===== config.mk =====
export PLATFORM = sky130hd
export DESIGN_NAME = cms_search_top
export DESIGN_NICKNAME = d
export VERILOG_FILES = /design/src/logic/cms_pkg.sv /design/src/logic/cms_lowest_set.sv /design/src/logic/cms_chan_vec.sv /design/src/logic/cms_search_top.sv
export VERILOG_INCLUDE_DIRS = /design/src /design/src/logic
export SDC_FILE = /design/constraint.sdc
export NUM_CORES = 1
export LEC_CHECK = 0
export BUFFER_PORTS_ARGS = -buffer_cell sky130_fd_sc_hd__buf_2
export CORE_AREA = 2 2 105 107
export CTS_CLUSTER_SIZE = 10
export DETAILED_ROUTE_END_ITERATION = 7
export DIE_AREA = 0 0 107 109
export PLACE_DENSITY = 0.81
export RECOVER_POWER = 50
export SYNTH_ARGS = -nofsm -noshare
export SYNTH_HDL_FRONTEND = slang
export SYNTH_SLANG_ARGS = --single-unit

===== constraint.sdc =====
create_clock -name sys_clk -period 3.9 [get_ports sys_clk]
set_input_delay 0 -clock sys_clk [delete_from_list [all_inputs] [get_ports sys_clk]]
set_output_delay 0 -clock sys_clk [all_outputs]
set_load 0.03 [all_outputs]

===== src/logic/cms_params.svh =====
`ifndef CMS_PARAMS_SVH
`define CMS_PARAMS_SVH

// Register bus widths.
`define CMS_ADDR_W        8
`define CMS_DATA_W        32

// Register byte offsets.
`define CMS_OFS_MODE      8'h00
`define CMS_OFS_RESULT    8'h04
`define CMS_OFS_CHAN      8'h08

// Reset values.
`define CMS_MODE_RST      2'h0
`define CMS_CHAN_RST      32'h0000_0000

// Layout of the search result word.
`define CMS_RES_IDX_LSB   0
`define CMS_RES_IDX_W     6
`define CMS_RES_EXH_BIT   8

// Mailbox map.
`define CMS_MB_NUM        64
`define CMS_TXF_FIRST     56
`define CMS_TXF_LAST      59
`define CMS_RXF_FIRST     60
`define CMS_RXF_LAST      63
`define CMS_FIFO_SPAN     8

// Width of the channel search vector.
`define CMS_CHAN_W        16

`endif


===== src/logic/cms_pkg.sv =====
`include "cms_params.svh"

package cms_pkg;

  // Search mode selector encodings.
  typedef enum logic [1:0]
  {
    CMS_MODE_RX   = 2'b00,
    CMS_MODE_TX   = 2'b01,
    CMS_MODE_LOST = 2'b10,
    CMS_MODE_CHAN = 2'b11
  } cms_mode_t;

  // One register bus request from software.
  typedef struct packed
  {
    logic [`CMS_ADDR_W-1:0] addr;
    logic [`CMS_DATA_W-1:0] wdata;
    logic                   wr;
    logic                   rd;
  } cms_bus_req_t;

  // Per-mailbox flags from the message engine.
  typedef struct packed
  {
    logic [`CMS_MB_NUM-1:0] rx;
    logic [`CMS_MB_NUM-1:0] tx;
    logic [`CMS_MB_NUM-1:0] lost;
  } cms_mb_flags_t;

endpackage


===== src/logic/cms_lowest_set.sv =====
`timescale 1ns/100ps

module cms_lowest_set
#(
  parameter int N  = 64,
  parameter int IW = 6
)
(
  // Candidate bits.
  input  wire logic [N-1:0]  vec,
  // Search answer.
  output logic               found,
  output logic [IW-1:0]      idx
);

  logic [N:0]    seen;
  logic [IW-1:0] acc [0:N];

  // The chain runs from bit 0 upward so the lowest set bit wins.
  assign seen[0] = 1'b0;
  assign acc[0]  = '0;

  for (genvar i = 0; i < N; i++)
  begin : g_bit
    assign seen[i+1] = seen[i] | vec[i];
    assign acc[i+1]  = acc[i] | ((vec[i] & ~seen[i]) ? IW'(i) : '0);
  end

  assign found = seen[N];
  assign idx   = acc[N];

endmodule


===== src/logic/cms_chan_vec.sv =====
`timescale 1ns/100ps
`include "cms_params.svh"

module cms_chan_vec
#(
  parameter int W  = 16,
  parameter int IW = 4
)
(
  // Clock and reset.
  input  wire logic          sys_clk,
  input  wire logic          rstn,
  // Software load and consume strobes.
  input  wire logic          load,
  input  wire logic [W-1:0]  load_val,
  input  wire logic          consume,
  // Vector state and its lowest set bit.
  output logic [W-1:0]       vec_r,
  output logic               found,
  output logic [IW-1:0]      idx
);

  logic [W-1:0] vec_nxt;

  // Each consume drops only the lowest set bit, so reads walk upward.
  always_comb
  begin
    vec_nxt = vec_r;
    if (load)
      vec_nxt = load_val;
    else if (consume)
      vec_nxt = vec_r & (vec_r - W'(1));
  end

  // Vector register.
  always_ff @(posedge sys_clk)
  begin
    if (!rstn)
      vec_r <= W'(`CMS_CHAN_RST);
    else
      vec_r <= vec_nxt;
  end

  cms_lowest_set #(.N(W), .IW(IW)) u_enc
  (
    .vec   (vec_r),
    .found (found),
    .idx   (idx)
  );
endmodule


===== src/logic/cms_search_top.sv =====
// Our own choices: the address map and the plain strobed port.
`timescale 1ns/100ps
`include "cms_params.svh"

// Notes on behaviour
// - Two-bit selector picks rx, tx, lost, channel
// - Receive search returns lowest pending mailbox
// - No searched flag set means exhausted bit one
// - FIFO mode: unread receive FIFO reports 60
// - Transmit search returns lowest completed mailbox
// - FIFO mode transmit search skips transmit FIFO
// - FIFO mode lost search includes receive FIFO lost flag
// - FIFO mode: FIFO lost flag reports 60
// - Software loads vector; lowest set bit returned
// - Channel reads advance; empty sets exhausted bit
// - FIFO mode: 56-59 transmit, 60-63 receive FIFO
// - All modes work in both mailbox modes

module cms_search_top
#(
  parameter int CHAN_W = `CMS_CHAN_W
)
(
  // Clock and reset.
  input  wire logic                    sys_clk,
  input  wire logic                    rstn,
  // Register port.
  input  wire cms_pkg::cms_bus_req_t   bus_req,
  output logic [`CMS_DATA_W-1:0]       rd_data,
  // Mailbox flags from the message engine.
  input  wire cms_pkg::cms_mb_flags_t  mb_flags,
  input  wire logic                    rx_fifo_empty_flag,
  input  wire logic                    rx_fifo_lost_flag,
  input  wire logic                    fifo_mailbox_mode_bit,
  // Live search state.
  output logic                         search_exhausted_bit,
  output cms_pkg::cms_mode_t           search_mode_field
);

  localparam int MB_IW   = `CMS_RES_IDX_W;
  localparam int CHAN_IW = $clog2(CHAN_W);

  cms_pkg::cms_mode_t            mode_r;
  logic [`CMS_MB_NUM-1:0]        rx_eff;
  logic [`CMS_MB_NUM-1:0]        tx_eff;
  logic [`CMS_MB_NUM-1:0]        lost_eff;
  logic [`CMS_MB_NUM-1:0]        sel_vec;
  logic                          mb_found;
  logic [MB_IW-1:0]              mb_idx;
  logic [CHAN_W-1:0]             chan_vec;
  logic                          chan_found;
  logic [CHAN_IW-1:0]            chan_idx;
  logic                          hit_mode;
  logic                          hit_result;
  logic                          hit_chan;
  logic                          wr_mode;
  logic                          wr_chan;
  logic                          rd_result;
  logic                          chan_consume;
  logic                          cur_found;
  logic [MB_IW-1:0]              cur_idx;
  logic [`CMS_DATA_W-1:0]        result_word;
  logic [`CMS_DATA_W-1:0]        rd_data_nxt;
  logic                          exhausted_nxt;

  //////////////////////////////////////////////////////////////////////////////
  // Register decode.

  // Address compares are shared by reads and writes.
  assign hit_mode   = bus_req.addr == `CMS_OFS_MODE;
  assign hit_result = bus_req.addr == `CMS_OFS_RESULT;
  assign hit_chan   = bus_req.addr == `CMS_OFS_CHAN;

  // Qualified strobes.
  assign wr_mode   = bus_req.wr & hit_mode;
  assign wr_chan   = bus_req.wr & hit_chan;
  assign rd_result = bus_req.rd & hit_result;

  // Only a channel-mode read consumes anything; mailbox reads are pure.
  assign chan_consume = rd_result & (mode_r == cms_pkg::CMS_MODE_CHAN);

  // Search mode selector.
  always_ff @(posedge sys_clk)
  begin
    if (!rstn)
      mode_r <= cms_pkg::cms_mode_t'(`CMS_MODE_RST);
    else if (wr_mode)
      mode_r <= cms_pkg::cms_mode_t'(bus_req.wdata[1:0]);
  end

  assign search_mode_field = mode_r;

  //////////////////////////////////////////////////////////////////////////////
  // Mailbox views.

  // In FIFO mode the top eight mailboxes lose their own flags; only the receive
  // FIFO head at mailbox 60 may stand for the whole receive FIFO.
  always_comb
  begin
    rx_eff   = mb_flags.rx;
    tx_eff   = mb_flags.tx;
    lost_eff = mb_flags.lost;
    if (fifo_mailbox_mode_bit)
    begin
      rx_eff[`CMS_TXF_FIRST +: `CMS_FIFO_SPAN]   = '0;
      tx_eff[`CMS_TXF_FIRST +: `CMS_FIFO_SPAN]   = '0;
      lost_eff[`CMS_TXF_FIRST +: `CMS_FIFO_SPAN] = '0;
      rx_eff[`CMS_RXF_FIRST]   = ~rx_fifo_empty_flag;
      lost_eff[`CMS_RXF_FIRST] = rx_fifo_lost_flag;
    end
  end

  // The selector decides which flag set the encoder looks at.
  always_comb
  begin
    case (mode_r)
      cms_pkg::CMS_MODE_RX:   sel_vec = rx_eff;
      cms_pkg::CMS_MODE_TX:   sel_vec = tx_eff;
      cms_pkg::CMS_MODE_LOST: sel_vec = lost_eff;
      default:                sel_vec = '0;
    endcase
  end

  // Lowest pending mailbox.
  cms_lowest_set #(.N(`CMS_MB_NUM), .IW(MB_IW)) u_mb_enc
  (
    .vec   (sel_vec),
    .found (mb_found),
    .idx   (mb_idx)
  );

  // Channel search vector with advance on read.
  cms_chan_vec #(.W(CHAN_W), .IW(CHAN_IW)) u_chan
  (
    .sys_clk  (sys_clk),
    .rstn     (rstn),
    .load     (wr_chan),
    .load_val (bus_req.wdata[CHAN_W-1:0]),
    .consume  (chan_consume),
    .vec_r    (chan_vec),
    .found    (chan_found),
    .idx      (chan_idx)
  );

  //////////////////////////////////////////////////////////////////////////////
  // Search result.

  // The answer follows the selected mode; an empty search reads index zero.
  always_comb
  begin
    if (mode_r == cms_pkg::CMS_MODE_CHAN)
    begin
      cur_found = chan_found;
      cur_idx   = MB_IW'(chan_idx);
    end
    else
    begin
      cur_found = mb_found;
      cur_idx   = mb_idx;
    end
  end

  // Result word: index in the low bits, exhausted bit above it.
  always_comb
  begin
    result_word = '0;
    result_word[`CMS_RES_IDX_LSB +: MB_IW] = cur_found ? cur_idx : '0;
    result_word[`CMS_RES_EXH_BIT]          = ~cur_found;
  end

  // Read mux; unmapped offsets read as zero.
  always_comb
  begin
    rd_data_nxt = '0;
    if (bus_req.rd)
    begin
      if (hit_mode)
        rd_data_nxt[1:0] = mode_r;
      else if (hit_result)
        rd_data_nxt = result_word;
      else if (hit_chan)
        rd_data_nxt[CHAN_W-1:0] = chan_vec;
    end
  end

  // Read data stand for exactly the cycle after the strobe.
  always_ff @(posedge sys_clk)
  begin
    if (!rstn)
      rd_data <= '0;
    else
      rd_data <= rd_data_nxt;
  end

  // The live exhausted flag lags by one cycle so it comes from a flop.
  assign exhausted_nxt = ~cur_found;

  always_ff @(posedge sys_clk)
  begin
    if (!rstn)
      search_exhausted_bit <= 1'b1;
    else
      search_exhausted_bit <= exhausted_nxt;
  end
endmodule


# Word level (Yosys, flattened, before mapping)
# Cells that the tools add are included.
dict set report classes {
  addsub 1
  eq_ne 5
  muxes 90
  bitwise 320
  n_reduce_logical 6
}
# cell n
set ops {}
lappend ops {{6-bit OR} 62}
lappend ops {{6-bit 2-to-1 mux} 34}
lappend ops {{64-bit one-hot mux with 3 select lines} 1}
lappend ops {{1-bit inverter} 83}
lappend ops {{1-bit bitwise AND} 82}
lappend ops {{5-bit 2-to-1 mux} 16}
lappend ops {{1-bit OR} 78}
lappend ops {{4-bit 2-to-1 mux} 16}
lappend ops {{16-bit 2-to-1 mux} 2}
lappend ops {{4-bit OR} 7}
lappend ops {{3-bit 2-to-1 mux} 8}
lappend ops {{8-bit 2-to-1 mux} 3}
lappend ops {{9-bit 2-to-1 mux} 2}
lappend ops {{16-bit bitwise AND} 1}
lappend ops {{16-bit by 1-bit subtractor with 16-bit output (second input constant)} 1}
lappend ops {{2-bit 2-to-1 mux} 5}
lappend ops {{3-bit OR} 3}
lappend ops {{8-bit by 3-bit == test with 1-bit output (second input constant)} 1}
lappend ops {{8-bit by 4-bit == test with 1-bit output (second input constant)} 1}
lappend ops {{8-bit logical NOT} 1}
lappend ops {{5-bit OR reduction} 1}
lappend ops {{2-bit == test (second input constant)} 2}
lappend ops {{3-bit by 4-bit OR with 4-bit output} 1}
lappend ops {{1-bit 2-to-1 mux} 3}
lappend ops {{8 further kinds} 8}
dict set report totals {
  ff_bits 51
  in_bits 239
  wordCells 428
}

# Depth between registers and ports, before layout
# Gate-level depths: netlist of the first run.
dict set report logic_depth {
  depth_word 73
  mapped_depth 13
  depth_no_buf 8
}

# Modules after synthesis
# From an unflattened synthesis of the first run, not the netlist that was laid out.
dict set report hier_totals {
  hier_cells 596
  area_unflattened_um2 4180.3
}
# mod n_inst cells_per_inst area_per_inst_um2 seq_area_each_um2
set by_module_without_submodules {}
lappend by_module_without_submodules {cms_search_top 1 324 2304.7 380.4}
lappend by_module_without_submodules {{cms_lowest_set at u_mb_enc} 1 159 918.4 0.0}
lappend by_module_without_submodules {cms_chan_vec 1 83 764.5 320.3}
lappend by_module_without_submodules {{cms_lowest_set at u_chan.u_enc} 1 30 192.7 0.0}

# Worst setup path before layout of the first run
# No wires, ideal clock.
dict set report synth_path {
  path_kind {reg2reg}
  from {reg mode_r[1] (netlist: search_mode_field[1])}
  to {reg rd_data[5]}
  t_arrival_ns 3.038
  path_slack_ns 0.714
  stages_incl_launch_ff 13
  path_buffers 4
  synth_period_minus_slack_ns 3.186
  path_cell_list {dfxtp_1 > buf_6 > buf_6 > buf_4 > mux2_1 > a22oi_1 > nand2_1 > nor4_1 > nand4_4 > buf_6 > o41a_1 > o21ai_1 > a41oi_1}
}
dict set report synth_via {
  elab_chain_cells 71
  word_cells_on_any_way 200
  classes_between {eq/ne (3); mux (37); bitwise (159); reduce/logical (1)}
}
# item line
set synth_lines {}
lappend synth_lines {{start, declared} cms_search_top.sv:43} ;# cms_pkg::cms_mode_t mode_r;
lappend synth_lines {{start signal, assigned} cms_search_top.sv:86} ;# mode_r <= cms_pkg::cms_mode_t'(`CMS_MODE_RST);
lappend synth_lines {{start signal, assigned} cms_search_top.sv:88} ;# mode_r <= cms_pkg::cms_mode_t'(bus_req.wdata[1:0]);
lappend synth_lines {{2-bit == test, or another cell as far along} cms_search_top.sv:116} ;# case (mode_r)
lappend synth_lines {{64-bit one-hot mux with 3 select lines} cms_search_top.sv:116}
lappend synth_lines {{1-bit OR (31 in a row)} cms_lowest_set.sv:25} ;# assign seen[i+1] = seen[i] | vec[i];
lappend synth_lines {{1-bit inverter / 1-bit OR (equally long branches)} {cms_lowest_set.sv:26, cms_lowest_set.sv:25}}
lappend synth_lines {{1-bit bitwise AND, or another cell as far along} cms_lowest_set.sv:26} ;# assign acc[i+1] = acc[i] | ((vec[i] & ~seen[i]) ? IW'(i) : '0);
lappend synth_lines {{6-bit 2-to-1 mux, or another cell as far along} cms_lowest_set.sv:26}
lappend synth_lines {{6-bit OR, or another cell as far along (30 in a row)} cms_lowest_set.sv:26}
lappend synth_lines {{6-bit OR / 6-bit 2-to-1 mux (equally long branches)} cms_lowest_set.sv:26}
lappend synth_lines {{6-bit OR} cms_lowest_set.sv:26}
lappend synth_lines {{6-bit 2-to-1 mux} cms_search_top.sv:151} ;# if (mode_r == cms_pkg::CMS_MODE_CHAN)
lappend synth_lines {{6-bit 2-to-1 mux *} cms_search_top.sv:167} ;# result_word[`CMS_RES_IDX_LSB +: MB_IW] = cur_found ? cur_idx : '0;
lappend synth_lines {{9-bit 2-to-1 mux *} cms_search_top.sv:179} ;# else if (hit_result)
lappend synth_lines {{end signal, assigned} cms_search_top.sv:192} ;# rd_data <= rd_data_nxt;
lappend synth_lines {{end, declared} cms_search_top.sv:29} ;# output logic [`CMS_DATA_W-1:0] rd_data,
# Mark *: on every way between the ends. The rest lies on a longest branch, timed or not.
# A chain may end at the register's enable or synchronous reset.

# Final worst setup path of the first run
dict set report layout_path {
  from {reg mode_r[1] (netlist: search_mode_field[1])}
  to {reg rd_data[3]}
}
dict set report layout_via {
  elab_chain_cells 71
  word_cells_on_any_way 224
  classes_between {eq/ne (3); mux (37); bitwise (183); reduce/logical (1)}
}
# item line
set layout_lines {}
lappend layout_lines {{2-bit == test, or another cell as far along} cms_search_top.sv:116}
lappend layout_lines {{64-bit one-hot mux with 3 select lines} cms_search_top.sv:116}
lappend layout_lines {{1-bit OR (7 in a row)} cms_lowest_set.sv:25}
lappend layout_lines {{1-bit inverter / 1-bit OR (equally long branches)} {cms_lowest_set.sv:26, cms_lowest_set.sv:25}}
lappend layout_lines {{1-bit bitwise AND, or another cell as far along} cms_lowest_set.sv:26}
lappend layout_lines {{4-bit 2-to-1 mux, or another cell as far along} cms_lowest_set.sv:26}
lappend layout_lines {{6-bit OR, or another cell as far along (7 in a row)} cms_lowest_set.sv:26}
lappend layout_lines {{6-bit OR / 1-bit OR (equally long branches) (6 in a row)} {cms_lowest_set.sv:26, cms_lowest_set.sv:25}}
lappend layout_lines {{[16 not listed]} -}
lappend layout_lines {{6-bit OR, or another cell as far along (10 in a row)} cms_lowest_set.sv:26}
lappend layout_lines {{6-bit OR / 1-bit OR (equally long branches) (6 in a row)} {cms_lowest_set.sv:26, cms_lowest_set.sv:25}}
lappend layout_lines {{6-bit OR, or another cell as far along (9 in a row)} cms_lowest_set.sv:26}
lappend layout_lines {{6-bit OR / 6-bit 2-to-1 mux (equally long branches)} cms_lowest_set.sv:26}
lappend layout_lines {{6-bit OR} cms_lowest_set.sv:26}
lappend layout_lines {{6-bit 2-to-1 mux} cms_search_top.sv:151}
lappend layout_lines {{6-bit 2-to-1 mux *} cms_search_top.sv:167}
lappend layout_lines {{9-bit 2-to-1 mux *} cms_search_top.sv:179}
# Marks and branches as above.

==> results of run 1 <==
==> cells in the final DEF (no fill, tap or decap), types with 4 or more instances in the layout <==
cell type / instances
and2_0: 4
nand4_1: 9
or3_1: 5
a21oi_1: 30
o31ai_1: 4
o2bb2ai_1: 17
o21ai_0: 24
a22oi_1: 28
a21boi_0: 19
a211oi_1: 5
mux2_1: 23
clkbuf_1: 17
o21bai_1: 5
conb_1: 16
nor4_1: 21
mux2_2: 8
nor3_1: 16
buf_4: 14
a31oi_1: 6
nor2_1: 34
mux2i_1: 33
nand2_1: 70
inv_1: 11
a41oi_1: 4
and2_1: 5
or4_1: 4
nand3_1: 28
clkbuf_8: 5
a221o_1: 4
nor2b_1: 4
a2bb2oi_1: 14
and3_1: 4
o311ai_0: 5
or2_2: 4
dfxtp_1: 33
buf_2: 224
o211ai_1: 12
nand2b_1: 8
dlygate4sd3_1: 16
==> synth_stat cells, types with 6 or more instances <==
library cell   n  area, µm²
a2bb2oi_1     14        123
nand4_1        9       56.3
a31oi_1        6       37.5
a21boi_0      19        143
clkbuf_1      15       56.3
nor4_1        21        131
buf_2          9       45.0
nand2_1       70        263
buf_4         18        135
nand2b_1       8       50.1
inv_1         11       41.3
buf_6          7       78.8
mux2_2         8       90.1
nor3_1        16       80.1
dfxtp_1       35        701
a21oi_1       30        150
mux2i_1       33        330
nor2_1        34        128
mux2_1        23        259
a22oi_1       28        210
o21ai_0       24        120
and2_1         9       56.3
nand3_1       28        140
o2bb2ai_1     17        149
o211ai_1      12       90.1
==> worst min path at each step <==
| stage | from | to | slack (ns) | depth (start not counted) |
|---|---|---|---|---|
| after global routing | bus_req[1] | search_mode_field[0] | 0.03 | 3 |
| final | bus_req[1] | search_mode_field[0] | 0.02 | 3 |
| after CTS | bus_req[1] | search_mode_field[0] | 0.02 | 3 |
| after detailed placement | bus_req[11] | u_chan.vec_r[9] | 0.26 | 3 |
| after floorplan | bus_req[12] | u_chan.vec_r[10] | 0.13 | 2 |
| after global placement | bus_req[14] | u_chan.vec_r[12] | 0.25 | 3 |
==> worst max-delay path, delay by kind of cell, from the launching register on <==
kind,cells,cell delay [ns]
buf+inv,1,0.31
simple gates,4,1.26
mux,1,0.35
compound gates,3,1.00
flops,1,0.55
==> final cells by class <==
type / count / area [µm²]
fill: 1024 / 4480
multi-input combinational: 529 / 3630
timing repair buffer: 272 / 1470
sequential: 35 / 706
tap: 140 / 175
clock buffer: 5 / 68.8
inverter: 12 / 45.0
clock inverter: 3 / 18.8
antenna: 2 / 5.00
==> registers in the layout, indices dropped and copies added (netlist names) <==
name                  count
search_exhausted_bit      1
search_mode_field         2
u_chan.vec_r             16
rd_data                  16
==> metal layers <==
layer	up-vias	global-route usage	part of all wire
li1	2858	-	-
met1	2622	0.363	0.43
met2	329	0.480	0.46
met3	28	0.0406	0.093
met4	0	0.0584	0.017
met5	-	0	0
==> timing repair <==
action,4_1_cts,5_1_grt
hold endpoints to repair,18,0
hold buffers,16,0
endpoints found under the setup margin,0,0
==> metrics by stage <==
stage	setup slack [ns]	power [W]	cells	hold slack, ns
2_1_floorplan	0.714	0.000527	628	0.135
3_3_place_gp	0.451	0.000655	972	0.254
3_5_place_dp	0.347	0.000660	972	0.258
4_1_cts	0.344	0.000926	996	0.0165
5_1_grt	0.0296	0.000971	997	0.0328
6_report	0.293	0.000926	998	0.0246
==> power groups by stage <==
stage                     Sequential [W]  Clock, W  Combinational (W)
after floorplan                 0.000368         0           0.000159
after global placement          0.000366         0           0.000289
after detailed placement        0.000366         0           0.000294
after CTS                       0.000358  0.000260           0.000308
after global routing            0.000358  0.000272           0.000342
final                           0.000358  0.000256           0.000313
==> kinds of logic (layout without fill, tap and decap cells) <==
group,Yosys count,in the layout,share of synthesized area
AND/OR/NAND/NOR,236,236,0.273
AO/OA/AOI/OAI,210,210,0.339
multiplexers,67,67,0.156
buffers and inverters,64,292,0.0801
flip-flops,35,35,0.151
other,1,18,0.000808
==> impl_metrics.csv, run 1 <==
group,metric,value,unit
clocking,tritoncts,"built",
final_layout,nets,1094,
floorplanning,die_w,107,µm
placement,place.gp.congestion,0.995,
yosys,synthCells,613,
critical_path,crit_fanout,45,
grt,track_usage,0.276,
critical_path,worst_path_most_repeated_cell,"nor4_1",
yosys,yosysWarnings,0,
placement,port_buffers,241,
critical_path,worst_ep_required_time,4.09,ns
sta,rsz0062_at_grt,"no",
floorplanning,ios,274,
route,via_count,5837,
critical_path,startpoint,"search_mode_field[1]",
sta,finalSetupViolations,0,
critical_path,cp-endpoint,"rd_data[3]",
route,vias_per_cell,5.85,
run,cap_violations,0,
yosys,yosys.cell_types.count,78,
clocking,worstSkewPairLatency,0.29,ns
critical_path,r2r_end,"rd_data[3]",
sta,period_share,0.925,
route,antenna_left,0,
yosys,synthFlopType,"dfxtp_1",
sta,skew,0.00601,ns
floorplanning,coreArea,0.0106,mm²
sta,tns,0,ns
clocking,cts.sinks,35,
clocking,cts.path.max_buffers,2,
critical_path,critPathKind,"reg -> reg",
min_path,hold_class,"in -> reg",
power_and_ir_drop,p_int,0.000636,W
yosys,synth_seq_area_share,0.151,
grt,grt_max_degree,46,
placement,place_hpwl,13700,µm
clocking,post-cts-setup-buffers,0,
final_layout,area_growth,31.9,%
clocking,clkSlewWorstSetupHoldPaths,0.07,ns
power_and_ir_drop,power.density,151,mW/mm²
sta,timing.fmax,0.277,GHz
final_layout,drive_gt1_frac,0.334,
critical_path,ff2ff_setup_slack,0.29,ns
critical_path,reg2reg_depth,9,
yosys,ys_ff_latch,35,
clocking,cts_resized,0,
sta,maxSlewHeadroom,0.458,
critical_path,critPathSlowestCell,"dfxtp_4",
critical_path,crit_chain,"buf_12 -> mux2_1 -> a22oi_1 -> nand2_1 -> nor4_1 -> nand4_4 -> o31ai_2 -> nor4_1 -> a211oi_1",
sta,finalMaxSlewViolations,0,
power_and_ir_drop,swShare,0.314,
outcome,status,"complete, no violations",
clocking,cts_buffers,5,
floorplanning,die_y,109,µm
critical_path,crit_arrival,3.80,ns
sta,tightest_slew,0.812,ns
grt,grt_overflow,0,
route,first_pass_iters,7,
power_and_ir_drop,power_frac_seq,0.386,
route,routed_wl,16800,µm
yosys,netlist_area,0.00464,mm²
critical_path,worstReg2RegStart,"search_mode_field[1]",
grt,grt_pass1_wl,25800,µm
power_and_ir_drop,peakVddDrop,0.132,mV
critical_path,end_kind,"flip-flop",
clocking,clockRootBuffer,"clkbuf_8",
sta,period_needed,3.61,ns
route,drt_iter0_drc,563,
route,drc,0,
route,wire_per_inst,16.9,µm
power_and_ir_drop,clkPwrFrac,0.276,
grt,grt_pass1_vias,5319,
final_layout,fin_area,0.00612,mm²
power_and_ir_drop,p_leak,2.50,nW
critical_path,crit_path_start_kind,"flip-flop",
critical_path,slowest_delay,0.55,ns
final_layout,utilization,0.577,
sta,hold_viol_final,0,
floorplanning,row_count,38,
floorplanning,dieArea,0.0117,mm²
power_and_ir_drop,power.switching,0.000291,W
floorplanning,initial_core_util,0.438,
power_and_ir_drop,pwr-share-comb,0.337,
yosys,synth_edf_count,0,
grt,antenna_found_initial,1,
placement,post_dp_cell_area,0.00589,mm²
yosys,avgSynthCellArea,7.57,µm²
yosys,async_flop_share,0,
clocking,h-tree-depth,2,
(Power assumes the default switching activity.)
==> run 2: changes to the inputs <==
ABC_AREA = 1   (was not set)
CORE_AREA = 2 2 107 109   (was 2 2 105 107)
CTS_CLUSTER_DIAMETER = 40   (was not set)
DIE_AREA = 0 0 109 111   (was 0 0 107 109)
PLACE_DENSITY = 0.77   (was 0.81)
==> run 2 against run 1 <==
  * The run now ends with hold timing, setup timing left
  * Register-to-register slack worse by 1.7 ns
  * Wire length up 5.5%
  * Highest routed layer unchanged
  * Via count up 19%
  * Non-clock buffer count up 125
  * Utilization up 7.6 points
  * Sequential cell count unchanged
  * Global-route usage up 0.46 points
  * Power up 18%
  * Largest power group is now the clock network
  * Count of clock-buffer cells in the layout up 1
==> impl_metrics.csv, run 2 <==
group,metric,value,unit
final_layout,nets,1440,
route,antenna_left,0,
yosys,synth_edf_count,0,
final_layout,area_growth,60.6,%
grt,grt_max_degree,37,
grt,grt_overflow,0,
route,first_pass_iters,8,
power_and_ir_drop,p_leak,3.94,nW
yosys,synthCells,823,
route,wire_per_inst,13.2,µm
yosys,netlist_area,0.00450,mm²
sta,finalSetupViolations,8,
grt,track_usage,0.281,
sta,skew,0.00167,ns
route,vias_per_cell,5.17,
yosys,avgSynthCellArea,5.47,µm²
final_layout,multi_input_area,0.00334,mm²
clocking,cts.sinks,35,
floorplanning,dieArea,0.0121,mm²
yosys,synthFlopType,"dfxtp_1",
sta,finalMaxSlewViolations,0,
sta,period_share,1.36,
yosys,yosys.cell_types.count,45,
critical_path,crit_arrival,5.50,ns
min_path,hold_class,"in -> reg",
yosys,synth_seq_area_share,0.156,
final_layout,layout_common_cells,"nand2_1, buf_2, buf_4, inv_1, nor2_1",
critical_path,worstReg2RegStart,"search_mode_field[0]",
final_layout,mostFrequentLayoutCell,"nand2_1",
power_and_ir_drop,power,0.00109,W
clocking,cts.path.max_buffers,2,
sta,timing.fmax,0.189,GHz
final_layout,seq_area,708,µm²
critical_path,slowest_delay,0.39,ns
sta,period_needed,5.29,ns
critical_path,r2r_end,"rd_data[4]",
yosys,synthTopCellsByCount,"nand2_1, inv_1, nor2_1",
critical_path,end_kind,"flip-flop",
final_layout,drive_gt1_frac,0.394,
critical_path,crit_path_start_kind,"flip-flop",
grt,grt_pass1_wl,28000,µm
yosys,synth_area_leaders,"nand2_1, dfxtp_1, inv_1, nand3_1, nor2_1",
placement,place_hpwl,12600,µm
floorplanning,ios,274,
min_path,whs_path_depth,3,
sta,hold_viol_final,1,
clocking,worstSkewPairLatency,0.28,ns
yosys,synth_top_area_share,0.192,
power_and_ir_drop,peakVddDrop,0.238,mV
route,drt_iter0_drc,391,
clocking,clkSlewWorstSetupHoldPaths,0.05,ns
final_layout,utilization,0.653,
critical_path,critPathSlowestCell,"dfxtp_4",
yosys,yosysWarnings,0,
clocking,cts_buffers,5,
outcome,violations,"hold timing, setup timing",
clocking,tritoncts,"built",
yosys,synth.most_common_cell,"nand2_1",
route,routed_wl,17800,µm
clocking,clockRootBuffer,"clkbuf_16",
floorplanning,row_count,39,
yosys,synth_top_area_cell,"nand2_1",
placement,place.gp.congestion,0.896,
critical_path,ff2ff_setup_slack,-1.39,ns
sta,tightest_slew,0.584,ns
critical_path,crit_fanout,6,
grt,antenna_found_initial,3,
floorplanning,initial_core_util,0.407,
min_path,hold_start,"bus_req[8]",
placement,port_buffers,241,
outcome,status,"finished, violations left",
grt,grt_pass1_vias,6420,
floorplanning,coreArea,0.0111,mm²
power_and_ir_drop,power.density,151,mW/mm²
run,cap_violations,0,
sta,maxSlewHeadroom,0.601,
critical_path,critPathKind,"reg -> reg",
route,via_count,6967,
yosys,async_flop_share,0,
sta,rsz0062_at_grt,"yes",
floorplanning,die_y,111,µm
sta,finalHoldWorstSlack,-0.00191,ns
route,drc,0,
floorplanning,die_w,109,µm
critical_path,reg2reg_depth,39,
critical_path,worst_ep_required_time,4.12,ns
sta,setup_ws,-1.39,ns
clocking,h-tree-depth,2,
final_layout,fill_cells,1012,
min_path,hold_end,"u_chan.vec_r[6]",
yosys,ys_ff_latch,35,
## run 2: power by group
group          internal [W]  total, W  switching (W)  leakage [nW]
combinational      0.000141  0.000303       0.000162          3.57
sequential         0.000357  0.000358    0.000000815         0.284
clock              0.000275  0.000429       0.000154        0.0820
## run 2: repair_timing
action                                  CTS  global route
buffers inserted                         68            10
endpoints found under the hold margin     1             0
pin swaps                                12             9
endpoints found under the setup margin    8             8
resized for setup                        28            16
hold buffers                              1             0
## run 2: layout make-up
class / count / area share
Clock inverter: 2 / 0.00190
Multi-Input combinational cell: 645 / 0.462
Sequential cell: 35 / 0.0979
Tap cell: 143 / 0.0247
Antenna cell: 3 / 0.00104
Inverter: 117 / 0.0621
Clock buffer: 6 / 0.0208
Timing Repair Buffer: 397 / 0.329
## run 2: logic make-up after synthesis
family,Yosys count,synth area share
AO/OA/AOI/OAI,125,0.163
buffers and inverters,158,0.154
flip-flops,35,0.156
other,1,0.000833
AND/OR/NAND/NOR,504,0.527
## run 2: critical path: cells and delay by family (launching register included)
| family | cells | cell delay [ns] |
|---|---|---|
| buffers and inverters | 2 | 0.27 |
| AND/OR/NAND/NOR | 36 | 4.36 |
| flip-flops | 1 | 0.39 |
| AO/OA/AOI/OAI | 1 | 0.14 |
## run 2: routing by layer
layer,vias to the layer above,wire length (µm),GRT usage
met4,0,759,0.115
met5,-,0,0
met2,356,8350,0.478
met1,3102,7030,0.333
met3,75,1620,0.0653
li1,3434,-,-
## run 2: how the worst max path moves through the flow
stage	startpoint	to	slack, ns
finish	search_mode_field[0]	rd_data[4]	-1.39
global route	search_mode_field[0]	rd_data[4]	-1.93
CTS	search_mode_field[0]	rd_data[1]	-0.93
detailed placement	search_mode_field[1]	rd_data[8]	-0.96
global placement	search_mode_field[1]	rd_data[4]	-0.79
floorplan	search_mode_field[0]	rd_data[1]	-0.67
## run 2: metrics by stage
stage          instances  setup TNS [ns]  instance area (µm²)  worst slack [ns]
4_1_cts             1335           -6.81                 7100            -0.935
5_1_grt             1348          -14.81                 7230             -1.93
2_1_floorplan        838           -4.83                 4590            -0.669
6_report            1348          -10.47                 7230             -1.39
3_3_place_gp        1258           -5.95                 6310            -0.790
3_5_place_dp        1258           -7.12                 6310            -0.956
